`src/pkg/ps2h_pkg.sv`:
```
// constants, register map and state type for the two-wire keyboard/mouse host
package ps2h_pkg;
   // register index map (word addresses on the plain register port)
   localparam logic [3:0] ADDR_CTRL   = 4'h0;
   localparam logic [3:0] ADDR_STATUS = 4'h1;
   localparam logic [3:0] ADDR_RXDATA = 4'h2;
   localparam logic [3:0] ADDR_TXDATA = 4'h3;
   localparam logic [3:0] ADDR_KEY    = 4'h4;
   localparam logic [3:0] ADDR_KEYF   = 4'h5;
   localparam logic [3:0] ADDR_MSTAT  = 4'h6;
   localparam logic [3:0] ADDR_MX     = 4'h7;
   localparam logic [3:0] ADDR_MY     = 4'h8;
   localparam logic [3:0] ADDR_MFLAG  = 4'h9;
   localparam logic [3:0] ADDR_LEDS   = 4'hA;
   localparam logic [3:0] ADDR_RATE   = 4'hB;
   // control bits
   localparam int CTRL_INHIBIT = 0;
   localparam int CTRL_MOUSE   = 1;
   localparam logic [1:0] CTRL_RST = 2'h0;
   // status bits
   localparam int ST_RXV   = 0;
   localparam int ST_FERR  = 1;
   localparam int ST_PERR  = 2;
   localparam int ST_BUSY  = 3;
   localparam int ST_KEYV  = 4;
   localparam int ST_MOUSV = 5;
   localparam int ST_TXERR = 6;
   // mouse status byte fields
   localparam int MS_LEFT           = 0;
   localparam int MS_RIGHT          = 1;
   localparam int MS_X_SIGN_BIT     = 4;
   localparam int MS_Y_SIGN_BIT     = 5;
   localparam int MS_X_OVERFLOW_BIT = 6;
   localparam int MS_Y_OVERFLOW_BIT = 7;
   // link bytes
   localparam logic [7:0] CODE_BREAK = 8'hF0;
   localparam logic [7:0] CODE_EXT   = 8'hE0;
   localparam logic [7:0] CODE_ACK   = 8'hFA;
   localparam logic [7:0] CMD_LEDS   = 8'hED;
   localparam logic [7:0] CMD_RATE   = 8'hF3;
   localparam logic [2:0] LED_MASK   = 3'h7;
   // timing
   localparam int CLK_MHZ   = 50;
   localparam int RTS_US    = 100;
   localparam int RX_TO_US  = 200;
   localparam int TX_TO_US  = 20000;
   localparam int TMR_W     = 20;
   localparam int FRAME_LST = 9;
   // link states, one-hot
   typedef enum logic [4:0] {
      LK_IDLE = 5'b00001,
      LK_RX   = 5'b00010,
      LK_RTS  = 5'b00100,
      LK_TX   = 5'b01000,
      LK_ACK  = 5'b10000
   } ps2h_link_t;
endpackage

```
`src/verilog/ps2h_host.sv`:
```
// two-wire keyboard/mouse host: link receiver, transmitter, decoder and registers
// How it works
// - both lines released high when no transfer and inhibit is clear
// - frame: start, eight data LSB first, parity, stop
// - eleven clock edges, bits taken on falling edge
// - host holding clock low inhibits peripheral
// - lines driven only by open-drain pull-downs
// - ED, acknowledge FA, then LED byte
// - F3, acknowledge, then repeat rate byte
`timescale 1ns/100ps
module ps2h_host
   import ps2h_pkg::*;
#(
   parameter int RTS_CYC   = RTS_US * CLK_MHZ,
   parameter int RX_TO_CYC = RX_TO_US * CLK_MHZ,
   parameter int TX_TO_CYC = TX_TO_US * CLK_MHZ
) (
   // clock and reset
   input  wire logic       clk,
   input  wire logic       srst,
   // register port
   input  wire logic [3:0] regAddr,
   input  wire logic [7:0] regWdata,
   input  wire logic       regWr,
   input  wire logic       regRd,
   output logic      [7:0] regRdata,
   // link clock pin
   input  wire logic       ps2ClkIn,
   output logic            ps2ClkOut,
   output logic            ps2ClkOeN,
   // link data pin
   input  wire logic       ps2DatIn,
   output logic            ps2DatOut,
   output logic            ps2DatOeN
);
   // timer limits at counter width
   localparam logic [TMR_W-1:0] RTS_LIM = TMR_W'(RTS_CYC - 1);
   localparam logic [TMR_W-1:0] RXT_LIM = TMR_W'(RX_TO_CYC - 1);
   localparam logic [TMR_W-1:0] TXT_LIM = TMR_W'(TX_TO_CYC - 1);

   // input synchronisers and filtered levels
   logic [2:0]       clkSync_ff;   // link clock, three stages
   logic [2:0]       datSync_ff;   // link data, three stages
   logic             clkLvl_ff;    // accepted clock level
   logic             datLvl_ff;    // accepted data level
   logic             nxt_clkLvl;
   logic             nxt_datLvl;
   logic             linkFall;     // accepted falling edge of link clock

   // link engine state
   ps2h_link_t       st_ff, nxt_st;
   logic [TMR_W-1:0] tmr_ff, nxt_tmr;        // watchdog / request timer
   logic [3:0]       bitCnt_ff, nxt_bitCnt;  // bit position in frame
   logic [9:0]       rxShift_ff, nxt_rxShift;
   logic [9:0]       txShift_ff, nxt_txShift;
   logic             clkOeN_ff, nxt_clkOeN;
   logic             datOeN_ff, nxt_datOeN;
   logic [9:0]       rxWord;                 // frame with newest bit shifted in

   // software visible state
   logic [1:0]       ctrl_ff, nxt_ctrl;
   logic             rxValid_ff, nxt_rxValid;
   logic             frameErr_ff, nxt_frameErr;
   logic             parErr_ff, nxt_parErr;
   logic             txErr_ff, nxt_txErr;
   logic [7:0]       rxData_ff, nxt_rxData;
   logic             txReq_ff, nxt_txReq;    // byte waiting to go out
   logic [7:0]       txByte_ff, nxt_txByte;
   logic             pend2_ff, nxt_pend2;    // second command byte waits for ack
   logic [7:0]       second_ff, nxt_second;
   logic [2:0]       leds_ff, nxt_leds;
   logic [7:0]       rate_ff, nxt_rate;

   // decoder state
   logic             brk_ff, nxt_brk;        // break prefix seen
   logic             ext_ff, nxt_ext;        // extended prefix seen
   logic [7:0]       key_ff, nxt_key;
   logic [1:0]       keyFlag_ff, nxt_keyFlag;
   logic             keyValid_ff, nxt_keyValid;
   logic [1:0]       mIdx_ff, nxt_mIdx;      // word index in mouse packet
   logic [7:0]       mStat_ff, nxt_mStat;
   logic [7:0]       mX_ff, nxt_mX;
   logic [7:0]       mY_ff, nxt_mY;
   logic             mValid_ff, nxt_mValid;
   logic [7:0]       rdata_ff, nxt_rdata;

   // misc
   logic             busy;
   logic             ok;
   logic [7:0]       b;
   logic [7:0]       mFlags;

   // synchroniser: first stage feeds only the second
   always_ff @(posedge clk) begin
      if (srst) begin
         clkSync_ff <= 3'h7;
         datSync_ff <= 3'h7;
      end else begin
         clkSync_ff <= {clkSync_ff[1:0], ps2ClkIn};
         datSync_ff <= {datSync_ff[1:0], ps2DatIn};
      end
   end

   // a level counts once the second and third stages agree
   always_comb begin
      nxt_clkLvl = (clkSync_ff[1] == clkSync_ff[2]) ? clkSync_ff[2] : clkLvl_ff;
      nxt_datLvl = (datSync_ff[1] == datSync_ff[2]) ? datSync_ff[2] : datLvl_ff;
   end

   // bits are taken on the accepted falling edge
   assign linkFall = clkLvl_ff & ~nxt_clkLvl;
   assign rxWord   = {datLvl_ff, rxShift_ff[9:1]};
   assign busy     = txReq_ff | pend2_ff | (st_ff != LK_IDLE);

   // decoded mouse flags from the status byte
   assign mFlags = {2'h0, mStat_ff[MS_Y_OVERFLOW_BIT], mStat_ff[MS_X_OVERFLOW_BIT],
                    mStat_ff[MS_Y_SIGN_BIT], mStat_ff[MS_X_SIGN_BIT],
                    mStat_ff[MS_RIGHT], mStat_ff[MS_LEFT]};

   // next state: register access first so hardware sets win over clears
   always_comb begin
      nxt_st = st_ff;           nxt_tmr = tmr_ff + TMR_W'(1);
      nxt_bitCnt = bitCnt_ff;   nxt_rxShift = rxShift_ff;
      nxt_txShift = txShift_ff; nxt_clkOeN = clkOeN_ff;
      nxt_datOeN = datOeN_ff;   nxt_ctrl = ctrl_ff;
      nxt_rxValid = rxValid_ff; nxt_frameErr = frameErr_ff;
      nxt_parErr = parErr_ff;   nxt_txErr = txErr_ff;
      nxt_rxData = rxData_ff;   nxt_txReq = txReq_ff;
      nxt_txByte = txByte_ff;   nxt_pend2 = pend2_ff;
      nxt_second = second_ff;   nxt_leds = leds_ff;
      nxt_rate = rate_ff;       nxt_brk = brk_ff;
      nxt_ext = ext_ff;         nxt_key = key_ff;
      nxt_keyFlag = keyFlag_ff; nxt_keyValid = keyValid_ff;
      nxt_mIdx = mIdx_ff;       nxt_mStat = mStat_ff;
      nxt_mX = mX_ff;           nxt_mY = mY_ff;
      nxt_mValid = mValid_ff;   nxt_rdata = 8'h00;
      ok = 1'b0;
      b  = rxWord[7:0];

      // read data stands for one cycle only; some reads clear flags
      if (regRd) begin
         unique case (regAddr)
            ADDR_CTRL:   nxt_rdata = {6'h00, ctrl_ff};
            ADDR_STATUS: nxt_rdata = {1'b0, txErr_ff, mValid_ff, keyValid_ff, busy,
                                      parErr_ff, frameErr_ff, rxValid_ff};
            ADDR_RXDATA: begin
               nxt_rdata   = rxData_ff;
               nxt_rxValid = 1'b0;
            end
            ADDR_KEY: begin
               nxt_rdata    = key_ff;
               nxt_keyValid = 1'b0;
            end
            ADDR_KEYF:   nxt_rdata = {6'h00, keyFlag_ff};
            ADDR_MSTAT:  nxt_rdata = mStat_ff;
            ADDR_MX:     nxt_rdata = mX_ff;
            ADDR_MY: begin
               nxt_rdata  = mY_ff;
               nxt_mValid = 1'b0;
            end
            ADDR_MFLAG:  nxt_rdata = mFlags;
            ADDR_LEDS:   nxt_rdata = {5'h00, leds_ff};
            ADDR_RATE:   nxt_rdata = rate_ff;
            default:     nxt_rdata = 8'h00;
         endcase
      end

      // writes; command writes are dropped while a transfer is pending
      if (regWr) begin
         unique case (regAddr)
            ADDR_CTRL: begin
               nxt_ctrl = regWdata[1:0];
               nxt_mIdx = 2'h0;
            end
            ADDR_STATUS: begin
               if (regWdata[ST_FERR])  nxt_frameErr = 1'b0;
               if (regWdata[ST_PERR])  nxt_parErr = 1'b0;
               if (regWdata[ST_TXERR]) nxt_txErr = 1'b0;
            end
            ADDR_TXDATA: if (!busy) begin
               nxt_txByte = regWdata;
               nxt_txReq  = 1'b1;
            end
            ADDR_LEDS: if (!busy) begin
               nxt_leds   = regWdata[2:0] & LED_MASK;
               nxt_txByte = CMD_LEDS;
               nxt_txReq  = 1'b1;
               nxt_second = {5'h00, regWdata[2:0] & LED_MASK};
               nxt_pend2  = 1'b1;
            end
            ADDR_RATE: if (!busy) begin
               nxt_rate   = regWdata;
               nxt_txByte = CMD_RATE;
               nxt_txReq  = 1'b1;
               nxt_second = regWdata;
               nxt_pend2  = 1'b1;
            end
            default: ;
         endcase
      end

      // link engine
      unique case (st_ff)
         LK_IDLE: begin
            nxt_tmr    = '0;
            nxt_clkOeN = ~ctrl_ff[CTRL_INHIBIT];
            nxt_datOeN = 1'b1;
            if (txReq_ff && !ctrl_ff[CTRL_INHIBIT]) begin
               nxt_st      = LK_RTS;
               nxt_clkOeN  = 1'b0;
               nxt_txShift = {1'b1, ~^txByte_ff, txByte_ff};
               nxt_txReq   = 1'b0;
               nxt_bitCnt  = 4'h0;
            end else if (linkFall && !datLvl_ff && !ctrl_ff[CTRL_INHIBIT]) begin
               nxt_st      = LK_RX;                     // start bit seen
               nxt_bitCnt  = 4'h0;
            end
         end
         LK_RX: begin
            if (linkFall) begin
               nxt_tmr     = '0;
               nxt_rxShift = rxWord;                    // LSB first
               nxt_bitCnt  = bitCnt_ff + 4'h1;
               if (bitCnt_ff == 4'(FRAME_LST)) begin
                  nxt_st = LK_IDLE;
                  if (!rxWord[9]) begin
                     nxt_frameErr = 1'b1;
                  end else if (!(^rxWord[8:0])) begin
                     nxt_parErr = 1'b1;
                  end else begin
                     ok = 1'b1;
                  end
               end
            end else if (tmr_ff == RXT_LIM) begin
               nxt_frameErr = 1'b1;                     // stalled frame
               nxt_st       = LK_IDLE;
            end
         end
         LK_RTS: begin
            // clock held low before start bit is placed
            if (tmr_ff == RTS_LIM) begin
               nxt_tmr    = '0;
               nxt_datOeN = 1'b0;                       // start bit
               nxt_clkOeN = 1'b1;
               nxt_st     = LK_TX;
            end
         end
         LK_TX: begin
            if (linkFall) begin
               nxt_tmr    = '0;
               nxt_datOeN = txShift_ff[bitCnt_ff];
               nxt_bitCnt = bitCnt_ff + 4'h1;
               if (bitCnt_ff == 4'(FRAME_LST)) nxt_st = LK_ACK;
            end else if (tmr_ff == TXT_LIM) begin
               nxt_txErr  = 1'b1;
               nxt_pend2  = 1'b0;
               nxt_datOeN = 1'b1;
               nxt_st     = LK_IDLE;
            end
         end
         LK_ACK: begin
            // peripheral pulls data low on the eleventh edge
            if (linkFall) begin
               if (datLvl_ff) nxt_txErr = 1'b1;
               nxt_st = LK_IDLE;
            end else if (tmr_ff == TXT_LIM) begin
               nxt_txErr = 1'b1;
               nxt_pend2 = 1'b0;
               nxt_st    = LK_IDLE;
            end
         end
         default: begin
            nxt_st     = LK_IDLE;
            nxt_clkOeN = 1'b1;
            nxt_datOeN = 1'b1;
         end
      endcase

      // byte decoder
      if (ok) begin
         nxt_rxData  = b;
         nxt_rxValid = 1'b1;
         if (pend2_ff && b == CODE_ACK) begin
            nxt_txByte = second_ff;
            nxt_txReq  = 1'b1;
            nxt_pend2  = 1'b0;
         end
         if (ctrl_ff[CTRL_MOUSE]) begin
            // three words form one report
            unique case (mIdx_ff)
               2'h0: nxt_mStat = b;
               2'h1: nxt_mX = b;
               default: begin
                  nxt_mY     = b;
                  nxt_mValid = 1'b1;
               end
            endcase
            nxt_mIdx = (mIdx_ff == 2'h2) ? 2'h0 : mIdx_ff + 2'h1;
         end else if (b == CODE_BREAK) begin
            nxt_brk = 1'b1;
         end else if (b == CODE_EXT) begin
            nxt_ext = 1'b1;
         end else if (b != CODE_ACK) begin
            nxt_key      = b;
            nxt_keyFlag  = {ext_ff, brk_ff};
            nxt_keyValid = 1'b1;
            nxt_brk      = 1'b0;
            nxt_ext      = 1'b0;
         end
      end
   end

   // state registers
   always_ff @(posedge clk) begin
      if (srst) begin
         clkLvl_ff  <= 1'b1;    datLvl_ff   <= 1'b1;
         st_ff      <= LK_IDLE; tmr_ff      <= '0;
         bitCnt_ff  <= 4'h0;    rxShift_ff  <= 10'h000;
         txShift_ff <= 10'h3FF; clkOeN_ff   <= 1'b1;
         datOeN_ff  <= 1'b1;    ctrl_ff     <= CTRL_RST;
         rxValid_ff <= 1'b0;    frameErr_ff <= 1'b0;
         parErr_ff  <= 1'b0;    txErr_ff    <= 1'b0;
         rxData_ff  <= 8'h00;   txReq_ff    <= 1'b0;
         txByte_ff  <= 8'h00;   pend2_ff    <= 1'b0;
         second_ff  <= 8'h00;   leds_ff     <= 3'h0;
         rate_ff    <= 8'h00;   brk_ff      <= 1'b0;
         ext_ff     <= 1'b0;    key_ff      <= 8'h00;
         keyFlag_ff <= 2'h0;    keyValid_ff <= 1'b0;
         mIdx_ff    <= 2'h0;    mStat_ff    <= 8'h00;
         mX_ff      <= 8'h00;   mY_ff       <= 8'h00;
         mValid_ff  <= 1'b0;    rdata_ff    <= 8'h00;
      end else begin
         clkLvl_ff  <= nxt_clkLvl;  datLvl_ff   <= nxt_datLvl;
         st_ff      <= nxt_st;      tmr_ff      <= nxt_tmr;
         bitCnt_ff  <= nxt_bitCnt;  rxShift_ff  <= nxt_rxShift;
         txShift_ff <= nxt_txShift; clkOeN_ff   <= nxt_clkOeN;
         datOeN_ff  <= nxt_datOeN;  ctrl_ff     <= nxt_ctrl;
         rxValid_ff <= nxt_rxValid; frameErr_ff <= nxt_frameErr;
         parErr_ff  <= nxt_parErr;  txErr_ff    <= nxt_txErr;
         rxData_ff  <= nxt_rxData;  txReq_ff    <= nxt_txReq;
         txByte_ff  <= nxt_txByte;  pend2_ff    <= nxt_pend2;
         second_ff  <= nxt_second;  leds_ff     <= nxt_leds;
         rate_ff    <= nxt_rate;    brk_ff      <= nxt_brk;
         ext_ff     <= nxt_ext;     key_ff      <= nxt_key;
         keyFlag_ff <= nxt_keyFlag; keyValid_ff <= nxt_keyValid;
         mIdx_ff    <= nxt_mIdx;    mStat_ff    <= nxt_mStat;
         mX_ff      <= nxt_mX;      mY_ff       <= nxt_mY;
         mValid_ff  <= nxt_mValid;  rdata_ff    <= nxt_rdata;
      end
   end

   // pins only ever pull low; the driven level is a constant zero
   logic pinLow_ff;
   always_ff @(posedge clk) begin
      pinLow_ff <= 1'b0;
   end

   assign regRdata  = rdata_ff;
   assign ps2ClkOut = pinLow_ff;
   assign ps2DatOut = pinLow_ff;
   assign ps2ClkOeN = clkOeN_ff;
   assign ps2DatOeN = datOeN_ff;
endmodule
```
`config.mk`:
```
export PLATFORM = sky130hd
export DESIGN_NAME = ps2h_host
export DESIGN_NICKNAME = d
export VERILOG_FILES = /design/src/pkg/ps2h_pkg.sv /design/src/verilog/ps2h_host.sv
export SDC_FILE = /design/constraint.sdc
export NUM_CORES = 1
export LEC_CHECK = 0
export ABC_AREA = 1
export BUFFER_PORTS_ARGS = -buffer_cell sky130_fd_sc_hd__buf_2
export CAP_MARGIN = 0
export CORE_MARGIN = 2
export CORE_UTILIZATION = 50
export CTS_BUF_LIST = sky130_fd_sc_hd__clkbuf_8
export CTS_CLUSTER_SIZE = 14
export DETAILED_ROUTE_END_ITERATION = 16
export PLACE_DENSITY = 0.67
export SLEW_MARGIN = 0
export SYNTH_ARGS = -nofsm -noshare
export SYNTH_HDL_FRONTEND = slang
export SYNTH_SLANG_ARGS = --single-unit
```
`constraint.sdc`:
```
create_clock -name clk -period 2.32 [get_ports clk]
set_input_delay 0.232 -clock clk [delete_from_list [all_inputs] [get_ports clk]]
set_output_delay 0.232 -clock clk [all_outputs]
set_load 0.02 [all_outputs]
```
Word-level counts from Yosys, hierarchy flattened
Index checks and enable logic that the tools add are counted.

Register bits: 149.

$add $sub $neg: 3. Eq/ne operators: 39. Muxes and demuxes: 107. Bitwise operators: 13. $lt $le $gt $ge: 1. Reduce and logical (&&, ||, !) cells: 41.

Operator list (number): 8-bit one-hot mux with 11 select lines (1); 1-bit 2-to-1 mux (69); 8-bit 2-to-1 mux (8); 20-bit one-hot mux with 3 select lines (1); 5-bit 2-to-1 mux (10); 20-bit 2-to-1 mux (2); 5-bit one-hot mux with 5 select lines (1); 8-bit == test (second input constant) (3); 8-bit one-hot mux with 3 select lines (1); 3-bit AND reduction (7); 20-bit by 1-bit adder with 20-bit output (second input constant) (1); 20-bit by 13-bit == test with 1-bit output (second input constant) (1); 20-bit by 14-bit == test with 1-bit output (second input constant) (1); 20-bit == test (second input constant) (1); 4-bit == test (second input constant) (5); 4-bit by 3-bit == test with 1-bit output (second input constant) (4); 8-bit one-hot mux with 2 select lines (1); 3-bit inequality test (second input constant) (5); 4-bit 2-to-1 mux (3); 4-bit AND reduction (3); 2-bit nonzero test (6); 2-bit OR reduction (6); 2-bit 2-to-1 mux (5); 1-bit inverter (10); other kinds (32) (49).

Logic depth before layout (Yosys ltp)
Gate-level depths: netlist of the first run.

Depth after elaboration: 10. Depth in mapped cells: 13.

Worst setup path after synthesis of the first run
Ideal clock, no wire load.

Kind: flip-flop to flip-flop. Start point: reg rxShift_ff[5]. End point: reg mIdx_ff[0]. Clock period less this slack: 1.873 ns. Data arrival time: 1.741 ns. Slack: 0.447 ns. Path buffers: 1. Library setup time: 0.132 ns. Cell stages (with the launch flop): 10. Path through: dfxtp_1 > inv_1 > ha_1 > xnor2_1 > nand3_1 > nand2_4 > nand2_2 > buf_2 > o21bai_1 > a21oi_1.

Longest elaborated chain between the ends: 7.

Ends and longest elaborated chain: from (decl) (line ps2h_host.sv:54) `logic [9:0] rxShift_ff, nxt_rxShift;`; from (signal assigned) (line ps2h_host.sv:335) `bitCnt_ff <= nxt_bitCnt; rxShift_ff <= nxt_rxShift;`; 9-bit XOR reduction (line ps2h_host.sv:228) `end else if (!(^rxWord[8:0])) begin`; 1-bit 2-to-1 mux (line ps2h_host.sv:228); 1-bit 2-to-1 mux (line ps2h_host.sv:226) `if (!rxWord[9]) begin`; 1-bit 2-to-1 mux (line ps2h_host.sv:224) `if (bitCnt_ff == 4'(FRAME_LST)) begin`; 1-bit 2-to-1 mux (line ps2h_host.sv:220) `if (linkFall) begin`; 1-bit 2-to-1 mux (line ps2h_host.sv:203) `unique case (st_ff)`; 2-bit 2-to-1 mux (line ps2h_host.sv:280) `if (ok) begin`; to (signal assigned) (line ps2h_host.sv:346) `mIdx_ff <= nxt_mIdx; mStat_ff <= nxt_mStat;`; to (decl) (line ps2h_host.sv:80) `logic [1:0] mIdx_ff, nxt_mIdx;`.

No other way between the ends. A chain may end at the register's enable or synchronous reset.

Final worst setup path of the first run
Start point: reg rxShift_ff[5]. End point: reg key_ff[0].

Longest elaborated chain between the ends: 7. Elaborated cells between the ends (all ways): 12.

Ends and longest elaborated chain: 9-bit XOR reduction (line ps2h_host.sv:228); 1-bit 2-to-1 mux (line ps2h_host.sv:228); 1-bit 2-to-1 mux (line ps2h_host.sv:226); 1-bit 2-to-1 mux (line ps2h_host.sv:224); 1-bit 2-to-1 mux (line ps2h_host.sv:220); 1-bit 2-to-1 mux (line ps2h_host.sv:203); 5-bit AND reduction (no line) (*); to (signal assigned) (line ps2h_host.sv:344) `ext_ff <= nxt_ext; key_ff <= nxt_key;`; to (decl) (line ps2h_host.sv:77) `logic [7:0] key_ff, nxt_key;`.

Every way passes the cells marked *; elsewhere a longest branch is shown, timed or not.

==> out/metrics.cfg, run 1 <==
[die]
core_area_mm2=0.0144
fp.dieArea_mm2=0.0157
ios=30
die_h_um=125
die_x_um=125
initial_core_util=0.509
row_count=44

[clock_tree]
h-tree-depth=4
cts_tree=built
clock_sinks=148
clock_latency_ns=0.47
numCtsBuffers=17
path_clk_slew_ns=0.08
cts.path.max_buffers=2
cts_setup_buffers=0
clockRootBuffer=clkbuf_8

[sta]
fin_skew_ns=0.0125
finalCritPeriodShare=0.879
finalSetupTns_ns=0
fin_ws_ns=0.281
final_hold_viol_count=0
setup_viol=0
tightest_slew_ns=0.518
rsz0062_at_grt=no
slew_violations=0
max_freq_ghz=0.490
layout_min_cycle_time_ns=2.04
max_slew_margin=0.653

[drt]
dr.pass1.iters=5
routed_wl_mm=18.3
initialDrtViolationCount=547
remaining_drc_errors=0
wl_per_cell_um=14.0
ant_nets=0
viasPerCell=5.09
num_vias=6655

[place]
gp_congestion=0.925
io_buffers=27
hpwlAfterDp_mm=13.1
dp_slack_ns=0.178

[layout]
final_common_cell=nand2_1
diodes=0
area_delta_synth_final_pct=10.8
nets=1143
final_cell_mix=nand2_1, nor2_1, dfxtp_1
drive_gt1_frac=0.101

[worst_setup_path]
crit_path_start=rxShift_ff[5]$_SDFFE_PP0P_
cp-start-kind=register
critPathMaxStageDelay_ns=0.42
r2r_start=rxShift_ff[5]$_SDFFE_PP0P_
worstPathMaxFanout=22
path_buf_inv=1
critPathSlowestCell=dfxtp_2
end_kind=register
cp.arrival_ns=2.39
worstPathRequired_ns=2.68
cpMostUsedCell=nor2_1
critPathTopFamily=simple AND/OR/NAND/NOR gates
crit_chain=inv_1 > ha_1 > xnor2_1 > nand3_1 > nand2_4 > nand4_4 > nor2_1 > nor2_1
critical_path_class=register to register

[grt]
grt_pass1_wl_mm=29.9
antenna_found_initial=0
gr-max-usage-layer=met2
use_met1=0.344
grtUsageMet2=0.354
grt_use_total=0.238
grt_overflow_total=0
grt_util_met3=0.0539
grt_max_degree=36
grt_pass1_vias=6040

[synthesis]
ys_seq_area_frac=0.404
synth_cells=1079
synthTopCellsByArea=dfxtp_1, nand2_1, nor2_1
synthArstFlopShare=0
yosysWarningCount=0
syn_avg_cell_area_um2=6.80
yosysTopAreaCell=dfxtp_1
ys.flop_type=dfxtp_1
synthesis.area_mm2=0.00734
ys_seq_elements=148
yosys.area.top_type_share=0.404
synth_edf_count=0
synthDistinctLibCells=46

[power_and_ir_drop]
power_density_mw_per_mm2=693
p_leak_nw=3.86
clock_power_share=0.386
ir_drop_mv=0.333
seqPwrFrac=0.475
p_int_mw=4.07
p_total_mw=5.63
p_switching_mw=1.56
switching_share=0.277
combPwrFrac=0.138

[flow_run]
max_cap_viol_count=0

[min_path]
hold_class=input port to register
hp-start=regWdata[5]

[run_status]
status=complete, no violations

==> path summary, 6_finish.rpt <==
path | endpoint | slack (ns) | cells past startpoint
hold / removal | rate_ff[5]$_SDFFE_PP0P_ | 0.05 | 3
hold reg to reg | clkSync_ff[1]$_SDFF_PP1_ | 0.41 | 1
setup / recovery | key_ff[0]$_SDFFE_PP0P_ | 0.28 | 8
setup reg to reg | key_ff[0]$_SDFFE_PP0P_ | 0.28 | 8
==> registers in the layout, indices dropped and copies added (netlist names), 2 cells and up <==
register / cells
rxData_ff: 8
datSync_ff: 3
txByte_ff: 8
leds_ff: 3
second_ff: 8
st_ff: 5
mStat_ff: 8
keyFlag_ff: 2
key_ff: 8
txShift_ff: 9
mIdx_ff: 2
mY_ff: 8
mX_ff: 8
tmr_ff: 20
regRdata: 8
clkSync_ff: 3
ctrl_ff: 2
rate_ff: 8
bitCnt_ff: 4
rxShift_ff: 9
==> through the flow <==
step | cell area [um^2] | utilization | hold WS, ns | std cells
2_1_floorplan | 7340 | - | 0.336 | 1080
3_3_place_gp | 7680 | 0.533 | 0.391 | 1275
3_5_place_dp | 7680 | 0.533 | 0.398 | 1275
4_1_cts | 8130 | 0.563 | 0.0278 | 1308
5_1_grt | 8130 | 0.563 | 0.0749 | 1308
6_report | 8130 | 0.563 | 0.0502 | 1308
==> timing repair <==
action | CTS | global route
gates resized for setup | 0 | 1
endpoints found under the hold margin | 2 | 0
hold buffers | 2 | 0
setup endpoints to repair | 0 | 14
==> cell usage after synthesis, types with 4 or more instances <==
cell type / number
or2_2: 7
inv_1: 137
nor2_1: 192
o211ai_1: 11
o21ai_0: 55
nand2_2: 5
inv_2: 11
dfxtp_1: 148
nand3b_1: 4
buf_2: 5
o21ai_1: 7
nand3_1: 50
a21oi_1: 59
o22ai_1: 17
ha_1: 13
nand2_1: 249
nor3_1: 16
xor2_1: 10
nor2_4: 4
buf_6: 4
nand4_4: 4
nand4_1: 11
clkbuf_1: 17
xnor2_1: 10
==> per-layer routing <==
layer | vias to the layer above | share of wire
met5 | - | 0
met4 | 0 | 0.016
met3 | 26 | 0.054
met2 | 145 | 0.43
met1 | 3007 | 0.50
li1 | 3477 | -
==> tightest hold or removal path: stages <==
cell	delay [ns]
buf_2	0.10
nand2_1	0.08
a21oi_1	0.06
==> cells by family (layout without fill, tap and decap cells) <==
logic type                 after synthesis  after routing  share of synthesized area
buffers and inverters                  182            226                     0.0999
xor gates and xnor gates                20             20                     0.0239
and+or+nand+nor                        552            552                      0.327
DFF                                    148            148                      0.404
adders and majority gates               13             13                     0.0222
other                                    1              2                   0.000511
AOI/OAI and AO/OA                      163            163                      0.122
==> layout make-up <==
cell class                      instances  area (um^2)
Fill cell                            1457         6300
Multi-Input combinational cell        750         3640
Sequential cell                       148         2960
Inverter                              150          564
Timing Repair Buffer                   45          300
Clock buffer                           19          262
Tap cell                              184          230
Clock inverter                         12          164
==> power by group through the flow <==
stage,clock network [mW],logic [mW],registers [mW]
after CTS,2.21,0.779,2.68
after floorplan,0,0.579,2.73
final,2.17,0.779,2.68
after global routing,2.32,0.888,2.69
after global placement,0,0.767,2.73
after detailed placement,0,0.773,2.74
Power figures use the tool's default switching activity.
==> run 2: changes to the inputs <==
--- a/config.mk
+++ b/config.mk
@@ -5,15 +5,13 @@
 export SDC_FILE = /design/constraint.sdc
 export NUM_CORES = 1
 export LEC_CHECK = 0
-export ABC_AREA = 1
-export BUFFER_PORTS_ARGS = -buffer_cell sky130_fd_sc_hd__buf_2
 export CAP_MARGIN = 0
 export CORE_MARGIN = 2
 export CORE_UTILIZATION = 50
 export CTS_BUF_LIST = sky130_fd_sc_hd__clkbuf_8
 export CTS_CLUSTER_SIZE = 14
 export DETAILED_ROUTE_END_ITERATION = 16
-export PLACE_DENSITY = 0.67
+export DONT_BUFFER_PORTS = 1
 export SLEW_MARGIN = 0
 export SYNTH_ARGS = -nofsm -noshare
 export SYNTH_HDL_FRONTEND = slang
==> run 2 against run 1 <==
The flow now finishes with violations (hold timing). Wire length grew 5.1%. Highest routed layer unchanged. Worst setup slack worse by 0.22 ns. Global-route usage increased by 2.8 points. Critical path type unchanged. Utilization rose by 3.1 points. Hold slack got worse by 0.18 ns. Largest power group unchanged. Sequential share of layout area decreased by 0.11 points. Combinational power up 12%.
==> out/metrics.cfg, run 2 <==
[grt]
grt_max_degree=111  ; +210%
grt_pass1_vias=5928  ; -1.9%
grt_use_total=0.266  ; +0.0281
grt_pass1_wl_mm=30.7  ; +2.9%
grt_overflow_total=0  ; unchanged
antenna_found_initial=0  ; unchanged

[drt]
ant_nets=0  ; unchanged
num_vias=6168  ; -7.3%
remaining_drc_errors=0  ; unchanged
viasPerCell=5.84  ; +15%
dr.pass1.iters=5  ; unchanged
wl_per_cell_um=18.2  ; +30%
initialDrtViolationCount=650  ; +19%
routed_wl_mm=19.2  ; +5.1%

[sta]
fin_hold_ws_ns=-0.134  ; -0.185 ns
final_hold_viol_count=81  ; +81
max_slew_margin=0.532  ; -0.121
finalCritPeriodShare=0.972  ; +0.0934
layout_min_cycle_time_ns=2.26  ; +0.217 ns
fin_skew_ns=0.0120  ; -0.000465 ns
fin_ws_ns=0.0644  ; -0.217 ns
slew_violations=0  ; unchanged
setup_viol=0  ; unchanged
max_freq_ghz=0.443  ; -9.6%
tightest_slew_ns=0.703  ; +0.184 ns

[place]
placed_cell_area_mm2=0.00736  ; -4.2%
io_buffers=0  ; -100%
gp_congestion=0.913  ; -1.3%
hpwlAfterDp_mm=13.0  ; -0.46%
dp_slack_ns=-0.00470  ; -0.182 ns

[synthesis]
synthDistinctLibCells=73  ; +59%
yosys.area.top_type_share=0.423  ; +0.0187
syn_avg_cell_area_um2=8.49  ; +25%
yosysMostFrequentCell=dfxtp_1
yosysTopAreaCell=dfxtp_1
ys_top_cells_by_count=dfxtp_1, nand2_1, nor2_1, mux2i_1, a21oi_1
synth_compound_area_frac=0.130  ; +0.00729
synth_cells=826  ; -23%
ys_seq_elements=148  ; unchanged
yosysWarningCount=0  ; unchanged
ys_seq_area_frac=0.423  ; +0.0187
synth-xor-area-share=0.0421  ; +0.0182
ys.flop_type=dfxtp_1
synth_top_family_by_area=simple AND/OR/NAND/NOR gates
synthArstFlopShare=0  ; unchanged
muxShareOfSynthArea=0.0969  ; +0.0969
synth_edf_count=0  ; unchanged
synthesis.area_mm2=0.00701  ; -4.4%
synthSimpleGateAreaFrac=0.241  ; -0.0857
synthTopCellsByArea=dfxtp_1, mux2i_1, nand2_1
yosys.area_share.adder=0.0232  ; +0.00103

[worst_setup_path]
critPathSlowestCell=or4_4
worstPathMaxFanout=6  ; -73%
path_buf_inv=2  ; +1
critical_path_class=register to register
crit_chain=inv_2 > ha_4 > xnor2_2 > xnor3_2 > buf_6 > or4_4 > mux2i_2 > nor2_1
cp-start-kind=register
critPathTopFamily=simple AND/OR/NAND/NOR gates
critPathMaxStageDelay_ns=0.56  ; +0.14 ns
worstPathRequired_ns=2.68  ; about the same
end_kind=register
cp.arrival_ns=2.61  ; +0.22 ns

[clock_tree]
cts_hold_buf=26  ; +24
h-tree-depth=4  ; unchanged
clock_latency_ns=0.46  ; about the same
clock_sinks=148  ; unchanged
cts.path.max_buffers=2  ; unchanged
path_clk_slew_ns=0.08  ; about the same
numCtsBuffers=17  ; unchanged
cts_tree=built
clockRootBuffer=clkbuf_8

[layout]
fill_cells=1230  ; -16%
final_common_cell=dfxtp_1
final_cell_mix=dfxtp_1, nand2_1, nor2_1
area_delta_synth_final_pct=16.7
nets=895  ; -22%
fin_area_mm2=0.00818  ; +0.68%
max_flop_register=tmr_ff
diodes=0  ; unchanged
largestRegisters=tmr_ff (20), rxShift_ff (9), txShift_ff (9)
largest_register_ffs=20  ; unchanged
drive_gt1_frac=0.150  ; +0.0490

[power_and_ir_drop]
p_total_mw=5.79  ; +2.8%
power_density_mw_per_mm2=707  ; +2.1%
p_leak_nw=3.03  ; -21%
ir_drop_mv=0.362  ; +8.5%

[die]
die_x_um=122  ; -2.2%
row_count=43  ; -2.3%
initial_core_util=0.509  ; about the same
die_h_um=122  ; -2.2%
fp.dieArea_mm2=0.0150  ; -4.3%
core_area_mm2=0.0138  ; -4.5%
ios=30  ; unchanged

[flow_run]
max_cap_viol_count=0  ; unchanged

[run_status]
status=finished with violations
violations=hold timing

[min_path]
hold_class=input port to register

run 2: cell count changes after synthesis, sizes merged, moves of 6 or more:
cell / previous run / this run
nand2: 257 / 112
inv: 148 / 15
nor2: 199 / 108
mux2i: 0 / 60
o21ai: 62 / 24
clkbuf: 18 / 42
o22ai: 17 / 1
xnor2: 10 / 24
nand3: 51 / 41
a21oi: 59 / 53
and3: 0 / 6
nand2b: 0 / 6
run 2: report_power, final:
group	switching, mW	internal [mW]
logic	0.480	0.393
registers	0.0740	2.61
clock network	1.00	1.22
run 2: final cells by class:
| type | count | area, um^2 | area share |
|---|---|---|---|
| clock buffer | 19 | 262 | 0.0320 |
| clock inverter | 12 | 179 | 0.0219 |
| inverter | 16 | 60.1 | 0.00734 |
| multi-input combinational | 608 | 3850 | 0.471 |
| sequential | 148 | 2980 | 0.364 |
| tap | 180 | 225 | 0.0275 |
| timing repair buffer | 73 | 631 | 0.0771 |
run 2: cells by family (layout without fill, tap and decap cells):
kind of cell / Yosys count / count (layout)
AO/OA/AOI/OAI: 138 / 138
XOR/XNOR: 32 / 32
adder cells (fa/ha/maj): 13 / 13
buffers and inverters: 72 / 120
flip-flops: 148 / 148
multiplexers: 65 / 65
other: 1 / 2
AND/OR/NAND/NOR: 357 / 358
run 2: through the flow:
step                hold WS (ns)  setup TNS, ns  instances  utilization
CTS                       -0.172              0       1054        0.590
global route              -0.166       -0.00490       1056        0.594
detailed placement         0.310       -0.00470        995        0.534
finish                    -0.134              0       1056        0.594
global placement           0.317              0        995        0.534
floorplan                  0.336              0        827            -
run 2: path summary, 6_finish.rpt:
kind	startpoint	endpoint	slack, ns	cells past startpoint
setup / recovery	rxShift_ff[1]$_SDFFE_PP0P_	key_ff[3]$_SDFFE_PP0P_	0.06	8
hold / removal	srst	bitCnt_ff[2]$_SDFFE_PP0P_	-0.13	1
setup reg to reg	rxShift_ff[1]$_SDFFE_PP0P_	key_ff[3]$_SDFFE_PP0P_	0.06	8
hold reg to reg	tmr_ff[0]$_SDFF_PP0_	tmr_ff[0]$_SDFF_PP0_	0.46	1
run 2: timing repair:
action                                  in CTS  in global routing
gates cloned                                 1                  1
gates resized for setup                     10                 14
buffers inserted                             1                  1
endpoints found under the setup margin       2                 32
pin swaps                                    5                  4
hold endpoints to repair                   109                 81
run 2: per-layer routing:
metal	global-route usage	vias to the layer above	part of all wire
li1	-	2962	-
met5	0	-	0
met1	0.359	2980	0.46
met4	0.0855	0	0.018
met2	0.428	199	0.46
met3	0.0553	27	0.059
